<file path="src/verilog/bsc_defs.vh">
`ifndef BSC_DEFS_VH
`define BSC_DEFS_VH
`define BSC_IDX_CTRL 8'h05
`define BSC_IDX_MISC 8'h50
`define BSC_IDX_STAT 8'h58
`define BSC_IDX_IRQ 8'h60
`define BSC_IDX_MASK 8'h64
`define BSC_BIT_PWR 7
`define BSC_BIT_CHKEN 0
`define BSC_BIT_GND 2
`define BSC_BIT_VCC 1
`define BSC_BIT_PAIR 0
`define BSC_RST_CTRL 8'h00
`define BSC_RST_MISC 8'h00
`define BSC_RST_STAT 3'h7
`define BSC_RST_MASK 3'h0
`define BSC_TEST_CYC 16'h0100
`define BSC_SETTLE_CYC 16'h0010
`endif

</file>
<file path="src/verilog/bsc_check.v">
`include "bsc_defs.vh"
`timescale 1ns/1ns
`default_nettype none
module bsc_check #(
    parameter [15:0] TEST_CYC = `BSC_TEST_CYC,
    parameter [15:0] SETTLE_CYC = `BSC_SETTLE_CYC
) (
    input wire clock_i,
    input wire rst_n_i,
    input wire ce_i,
    input wire psel_i,
    input wire penable_i,
    input wire pwrite_i,
    input wire [11:0] paddr_i,
    input wire [31:0] pwdata_i,
    output reg [31:0] prdata_o,
    output reg pready_o,
    output reg pslverr_o,
    input wire gnd_short_i,
    input wire vcc_short_i,
    input wire pair_short_i,
    output reg bridge_tristate_o,
    output reg test_gnd_o,
    output reg test_vcc_o,
    output reg test_pair_o,
    output reg irq_o
);
    localparam [2:0] ST_IDLE = 3'd0;
    localparam [2:0] ST_GND = 3'd1;
    localparam [2:0] ST_VCC = 3'd2;
    localparam [2:0] ST_PAIR = 3'd3;
    localparam [2:0] ST_RUN = 3'd4;
    localparam [2:0] ST_FAIL = 3'd5;

    // Sense pins come from analog comparators, so each passes two flip-flops
    reg gs1_q;
    reg gs2_q;
    reg vs1_q;
    reg vs2_q;
    reg ps1_q;
    reg ps2_q;

    reg [7:0] ctrl_q;
    reg [7:0] misc_q;
    reg [2:0] mask_q;
    reg [2:0] irq_q;
    reg [2:0] stat_q;
    reg [2:0] stat_d;
    reg stat_valid_q;
    reg stat_valid_d;
    reg [2:0] state_q;
    reg [2:0] state_d;
    reg [15:0] cnt_q;
    reg [15:0] cnt_d;
    reg pwr_prev_q;
    reg fail_q;
    reg fail_d;
    reg tri_d;
    reg tgnd_d;
    reg tvcc_d;
    reg tpair_d;
    reg [2:0] ev;
    reg [31:0] rdata_d;

    // Registers sit on word addresses: the byte address is four times the index
    function hit;
        input [11:0] a;
        input [7:0] idx;
        begin
            hit = (a == {2'b00, idx, 2'b00});
        end
    endfunction

    function mapped;
        input [11:0] a;
        begin
            mapped = hit(a, `BSC_IDX_CTRL) | hit(a, `BSC_IDX_MISC) | hit(a, `BSC_IDX_STAT) |
                     hit(a, `BSC_IDX_IRQ) | hit(a, `BSC_IDX_MASK);
        end
    endfunction

    wire acc = psel_i & penable_i & ~pready_o;
    wire wr = acc & pwrite_i;
    wire rd = acc & ~pwrite_i;
    wire pwr_on = ctrl_q[`BSC_BIT_PWR];
    wire pwr_rise = pwr_on & ~pwr_prev_q;
    wire phase_end = (cnt_q == TEST_CYC - 16'h0001);
    wire irq_rd = rd & hit(paddr_i, `BSC_IDX_IRQ);
    // Set wins over the read clear, so a completion is never lost
    wire [2:0] irq_next = (irq_rd ? 3'h0 : irq_q) | ev;

    always @(posedge clock_i or negedge rst_n_i) begin
        if (!rst_n_i) begin
            gs1_q <= 1'b0;
            gs2_q <= 1'b0;
            vs1_q <= 1'b0;
            vs2_q <= 1'b0;
            ps1_q <= 1'b0;
            ps2_q <= 1'b0;
        end else if (ce_i) begin
            gs1_q <= gnd_short_i;
            gs2_q <= gs1_q;
            vs1_q <= vcc_short_i;
            vs2_q <= vs1_q;
            ps1_q <= pair_short_i;
            ps2_q <= ps1_q;
        end
    end

    always @(posedge clock_i or negedge rst_n_i) begin
        if (!rst_n_i) begin
            ctrl_q <= `BSC_RST_CTRL;
            misc_q <= `BSC_RST_MISC;
            mask_q <= `BSC_RST_MASK;
            pwr_prev_q <= 1'b0;
        end else if (ce_i) begin
            if (wr && hit(paddr_i, `BSC_IDX_CTRL)) begin
                ctrl_q <= pwdata_i[7:0];
            end
            if (wr && hit(paddr_i, `BSC_IDX_MISC)) begin
                misc_q <= pwdata_i[7:0];
            end
            if (wr && hit(paddr_i, `BSC_IDX_MASK)) begin
                mask_q <= pwdata_i[2:0];
            end
            // Writes to the status address are dropped: it is read-only
            pwr_prev_q <= pwr_on;
        end
    end

    always @* begin
        rdata_d = 32'h00000000;
        if (hit(paddr_i, `BSC_IDX_CTRL)) begin
            rdata_d = {24'h000000, ctrl_q};
        end
        if (hit(paddr_i, `BSC_IDX_MISC)) begin
            rdata_d = {24'h000000, misc_q};
        end
        if (hit(paddr_i, `BSC_IDX_STAT)) begin
            rdata_d = {23'h000000, stat_valid_q, 5'h00, stat_q};
        end
        if (hit(paddr_i, `BSC_IDX_IRQ)) begin
            rdata_d = {29'h00000000, irq_q};
        end
        if (hit(paddr_i, `BSC_IDX_MASK)) begin
            rdata_d = {29'h00000000, mask_q};
        end
    end

    always @(posedge clock_i or negedge rst_n_i) begin
        if (!rst_n_i) begin
            prdata_o <= 32'h00000000;
            pready_o <= 1'b0;
            pslverr_o <= 1'b0;
        end else if (ce_i) begin
            pready_o <= acc;
            pslverr_o <= acc & ~mapped(paddr_i);
            if (rd) begin
                prdata_o <= rdata_d;
            end
        end
    end

    always @* begin
        state_d = state_q;
        cnt_d = cnt_q;
        fail_d = fail_q;
        stat_d = stat_q;
        stat_valid_d = stat_valid_q;
        tri_d = bridge_tristate_o;
        tgnd_d = test_gnd_o;
        tvcc_d = test_vcc_o;
        tpair_d = test_pair_o;
        ev = 3'h0;
        if (!pwr_on) begin
            // Dropping power enable aborts any test and always tristates the bridge
            state_d = ST_IDLE;
            tri_d = 1'b1;
            tgnd_d = 1'b0;
            tvcc_d = 1'b0;
            tpair_d = 1'b0;
        end else begin
            case (state_q)
                ST_IDLE: begin
                    if (pwr_rise) begin
                        stat_valid_d = 1'b1;
                        cnt_d = 16'h0000;
                        fail_d = 1'b0;
                        if (misc_q[`BSC_BIT_CHKEN]) begin
                            state_d = ST_GND;
                            tgnd_d = 1'b1;
                            tri_d = 1'b1;
                        end else begin
                            state_d = ST_RUN;
                            tri_d = 1'b0;
                        end
                    end
                end
                ST_GND: begin
                    cnt_d = cnt_q + 16'h0001;
                    if (phase_end) begin
                        stat_d[`BSC_BIT_GND] = ~gs2_q;
                        fail_d = fail_q | gs2_q;
                        cnt_d = 16'h0000;
                        tgnd_d = 1'b0;
                        tvcc_d = 1'b1;
                        state_d = ST_VCC;
                    end
                end
                ST_VCC: begin
                    cnt_d = cnt_q + 16'h0001;
                    if (phase_end) begin
                        stat_d[`BSC_BIT_VCC] = ~vs2_q;
                        fail_d = fail_q | vs2_q;
                        cnt_d = 16'h0000;
                        tvcc_d = 1'b0;
                        tpair_d = 1'b1;
                        state_d = ST_PAIR;
                    end
                end
                ST_PAIR: begin
                    cnt_d = cnt_q + 16'h0001;
                    if (phase_end) begin
                        stat_d[`BSC_BIT_PAIR] = ~ps2_q;
                        fail_d = fail_q | ps2_q;
                        cnt_d = 16'h0000;
                        tpair_d = 1'b0;
                        // Irq bits: 0 done, 1 fail, 2 pass
                        ev[0] = 1'b1;
                        ev[1] = fail_q | ps2_q;
                        ev[2] = ~(fail_q | ps2_q);
                        if (fail_q | ps2_q) begin
                            state_d = ST_FAIL;
                        end else begin
                            state_d = ST_RUN;
                            tri_d = 1'b0;
                        end
                    end
                end
                // No sensing here, so a short during operation goes unseen
                ST_RUN: begin
                    state_d = ST_RUN;
                end
                ST_FAIL: begin
                    tri_d = 1'b1;
                end
                default: begin
                    state_d = ST_IDLE;
                    tri_d = 1'b1;
                end
            endcase
        end
    end

    always @(posedge clock_i or negedge rst_n_i) begin
        if (!rst_n_i) begin
            stat_q <= `BSC_RST_STAT;
            stat_valid_q <= 1'b0;
            state_q <= ST_IDLE;
            cnt_q <= 16'h0000;
            fail_q <= 1'b0;
            bridge_tristate_o <= 1'b1;
            test_gnd_o <= 1'b0;
            test_vcc_o <= 1'b0;
            test_pair_o <= 1'b0;
        end else if (ce_i) begin
            stat_q <= stat_d;
            stat_valid_q <= stat_valid_d;
            state_q <= state_d;
            cnt_q <= cnt_d;
            fail_q <= fail_d;
            bridge_tristate_o <= tri_d;
            test_gnd_o <= tgnd_d;
            test_vcc_o <= tvcc_d;
            test_pair_o <= tpair_d;
        end
    end

    always @(posedge clock_i or negedge rst_n_i) begin
        if (!rst_n_i) begin
            irq_q <= 3'h0;
            irq_o <= 1'b0;
        end else if (ce_i) begin
            irq_q <= irq_next;
            irq_o <= |(irq_next & mask_q);
        end
    end
endmodule
`default_nettype wire

</file>
<file path="config.mk">
export PLATFORM = sky130hd
export DESIGN_NAME = bsc_check
export DESIGN_NICKNAME = d
export VERILOG_FILES = /design/src/verilog/bsc_check.v
export VERILOG_INCLUDE_DIRS = /design/src /design/src/verilog
export SDC_FILE = /design/constraint.sdc
export NUM_CORES = 1
export LEC_CHECK = 0
export BUFFER_PORTS_ARGS = -buffer_cell sky130_fd_sc_hd__clkbuf_2
export CORE_MARGIN = 8
export CORE_UTILIZATION = 45
export CTS_CLUSTER_DIAMETER = 50
export DETAILED_ROUTE_END_ITERATION = 8
export GPL_ROUTABILITY_DRIVEN = 0
export PLACE_DENSITY = 0.67
export SYNTH_ARGS = -nofsm -noshare
export SYNTH_HDL_FRONTEND = slang
export SYNTH_SLANG_ARGS = --single-unit
</file>
<file path="constraint.sdc">
create_clock -name clock_i -period 2.7 [get_ports clock_i]
set_input_delay 0.54 -clock clock_i [delete_from_list [all_inputs] [get_ports clock_i]]
set_output_delay 0.54 -clock clock_i [all_outputs]
set_load 0.01 [all_outputs]
</file>
==> impl_metrics.toml <==
[synth]
synth_top_flop_cell = "dfrtp_1"
synth_most_common_cell = "dfrtp_1"
synth_top_area_frac = 0.454
async_flop_share = 1.00
synth-edff-count = 0
synth_warnings = 0
synth-seq-area-share = 0.483
netlist-cell-type-count = 54
synthCells = 362
synth.area.top_cells = "dfrtp_1, mux2_2, buf_4, nand2_1, nor2_1"
yosys_register_bits = 69
syn_area_per_cell_sq_um = 9.90
synth_area_sq_um = 3580
synth_common_cells = "dfrtp_1, nand2_1, nor2_1"
synth_area_leader_cell = "dfrtp_1"

[power_and_ir_drop]
ir_drop_mv = 0.255
power_density_nw_per_um2 = 517
static-leakage-power_nw = 1.91
fin_total_pwr_mw = 2.12

[timing]
final_max_slew_viol_count = 0
setup_viol = 0
rsz0062_at_grt = "no"
slew-limit-headroom = 0.551
hold_viol = 0
worst_slew_pin_slew_ns = 0.673
timing.setup.tns_ns = 0
fin_crit_ns = 2.26
period_share = 0.835
fin_skew_ns = 0.00703
fmax_ghz = 0.443

[setup_path]
critPathLaunchType = "register"
critPathKind = "register to register"
worstPathMaxFanout = 14
arrival_ns = 2.46
worst-path-buf-inv = 0
crit_family = "simple AND/OR/NAND/NOR gates"
cp.required_ns = 2.91
startpoint = "cnt_q[11]$_DFFE_PN0P_"
r2r_slack_ns = 0.44
cp-end-kind = "register"
cp_slowest_cell = "nor4_4"
path_cells = "or4_4 -> nor4_4 -> nor2_2 -> nor2b_4 -> nor2_1"
r2r_start = "cnt_q[11]$_DFFE_PN0P_"
r2r_end = "cnt_q[15]$_DFFE_PN0P_"
max_stage_delay_ns = 0.59
reg2regPathDepth = 5

[global_route]
grt_first_pass_wirelength_um = 13300
antenna_found_initial = 0
grt_max_degree = 41
met2_usage = 0.232
met3_usage = 0.0579
first_global_vias = 2809
grt_use_total = 0.145
grt_util_met1 = 0.176
grt_busiest_layer = "met2"
grt.overflow.total = 0

[final_layout]
final_util = 0.530
nNetsFinal = 470
drive_gt1_frac = 0.259
antenna_cells = 0
syn_to_final_growth_pct = 14.4

[clock_tree]
cts_hold_buf = 0
clkSinkCount = 69
numCtsBuffers = 9
cts_root_buffer = "clkbuf_8"
cts_tree = "yes"
clock_path_buffers = 2
htree_levels = 3
worst_skew_pair.late_latency_ns = 0.34
post_cts_resized = 0
cts.clk_slew.worst_paths_ns = 0.07
cts_setup_buffers = 0

[floorplanning]
num_io_pins = 92
coreArea_sq_um = 7730
die_area_sq_um = 11100
rows = 32
die_w_um = 105
initial_core_util = 0.464
chipHeight_um = 105

[routing]
via_per_inst = 5.35
wl_um = 7760
drcViolationCount = 0
vias = 2797
drtIter0Drc = 239
wl_per_cell_um = 14.8
ant_nets = 0
first_pass_iters = 4

[run_status]
status = "completed"

[place]
io_buffers = 44
hpwl_um = 5790

[flow_run]
cap_violations = 0

[min_path]
hold_class = "input pin to async pin"
==> registers in the layout (all words and copies together), names as in the netlist, 3 cells and up <==
register / count
cnt_q: 16
prdata_o: 9
ctrl_q: 8
misc_q: 8
irq_q: 3
mask_q: 3
stat_q: 3
state_q: 3
==> per-stage QoR <==
stage	hold slack [ns]	worst slack, ns	cells	cell area [sq um]
floorplan	0.244	0.625	384	3660
global placement	0.456	0.473	507	3890
detailed placement	0.461	0.431	507	3890
CTS	0.245	0.426	523	4100
global route	0.263	0.247	523	4100
finish	0.234	0.445	523	4100
==> power breakdown <==
group	leakage, nW	internal (mW)	switching, mW
logic	0.890	0.0643	0.102
registers	0.919	1.06	0.0221
clock network	0.102	0.477	0.389
total	1.91	1.61	0.513
==> placed cells by master, fill, tap and decap left out, types with 10 or more instances in the layout <==
master / count
nand3_1: 15
nor2_1: 37
xor2_1: 12
a21oi_1: 16
clkbuf_8: 11
conb_1: 23
o21ai_0: 15
nand2_1: 40
dfrtp_1: 65
clkbuf_2: 43
mux2_2: 25
nor3_1: 10
==> final cells by class <==
type	instances	area, sq um
Sequential cell	69	1730
Inverter	9	33.8
Fill cell	718	3630
Clock inverter	5	58.8
Multi-Input combinational cell	273	1690
Tap cell	102	128
Clock buffer	11	151
Timing Repair Buffer	54	308
==> layer usage <==
| metal | wire [um] | part of all wire |
|---|---|---|
| met1 | 3390 | 0.44 |
| met2 | 3650 | 0.47 |
| met3 | 693 | 0.089 |
| met4 | 27 | 0.0035 |
| met5 | 0 | 0 |
==> cells by family (layout without fill, tap and decap cells) <==
family,after synthesis,after routing,share of synthesized area
xor+xnor,14,14,0.0342
buf+inv,42,79,0.0692
compound gates,65,65,0.121
other cells,1,23,0.00105
mux,27,27,0.0845
flops,69,69,0.483
simple gates,143,143,0.204
fa+ha+maj,1,1,0.00349
==> how the worst max path moves through the flow <==
| stage | endpoint | cells after the start |
|---|---|---|
| 6_report | cnt_q[15]$_DFFE_PN0P_ | 5 |
| 5_1_grt | cnt_q[4]$_DFFE_PN0P_ | 5 |
| 4_1_cts | cnt_q[15]$_DFFE_PN0P_ | 5 |
| 3_5_place_dp | cnt_q[15]$_DFFE_PN0P_ | 5 |
| 3_3_place_gp | cnt_q[9]$_DFFE_PN0P_ | 5 |
| 2_1_floorplan | ctrl_q[0]$_DFFE_PN0P_ | 5 |
No activity file was read; power rests on OpenSTA's default activity.
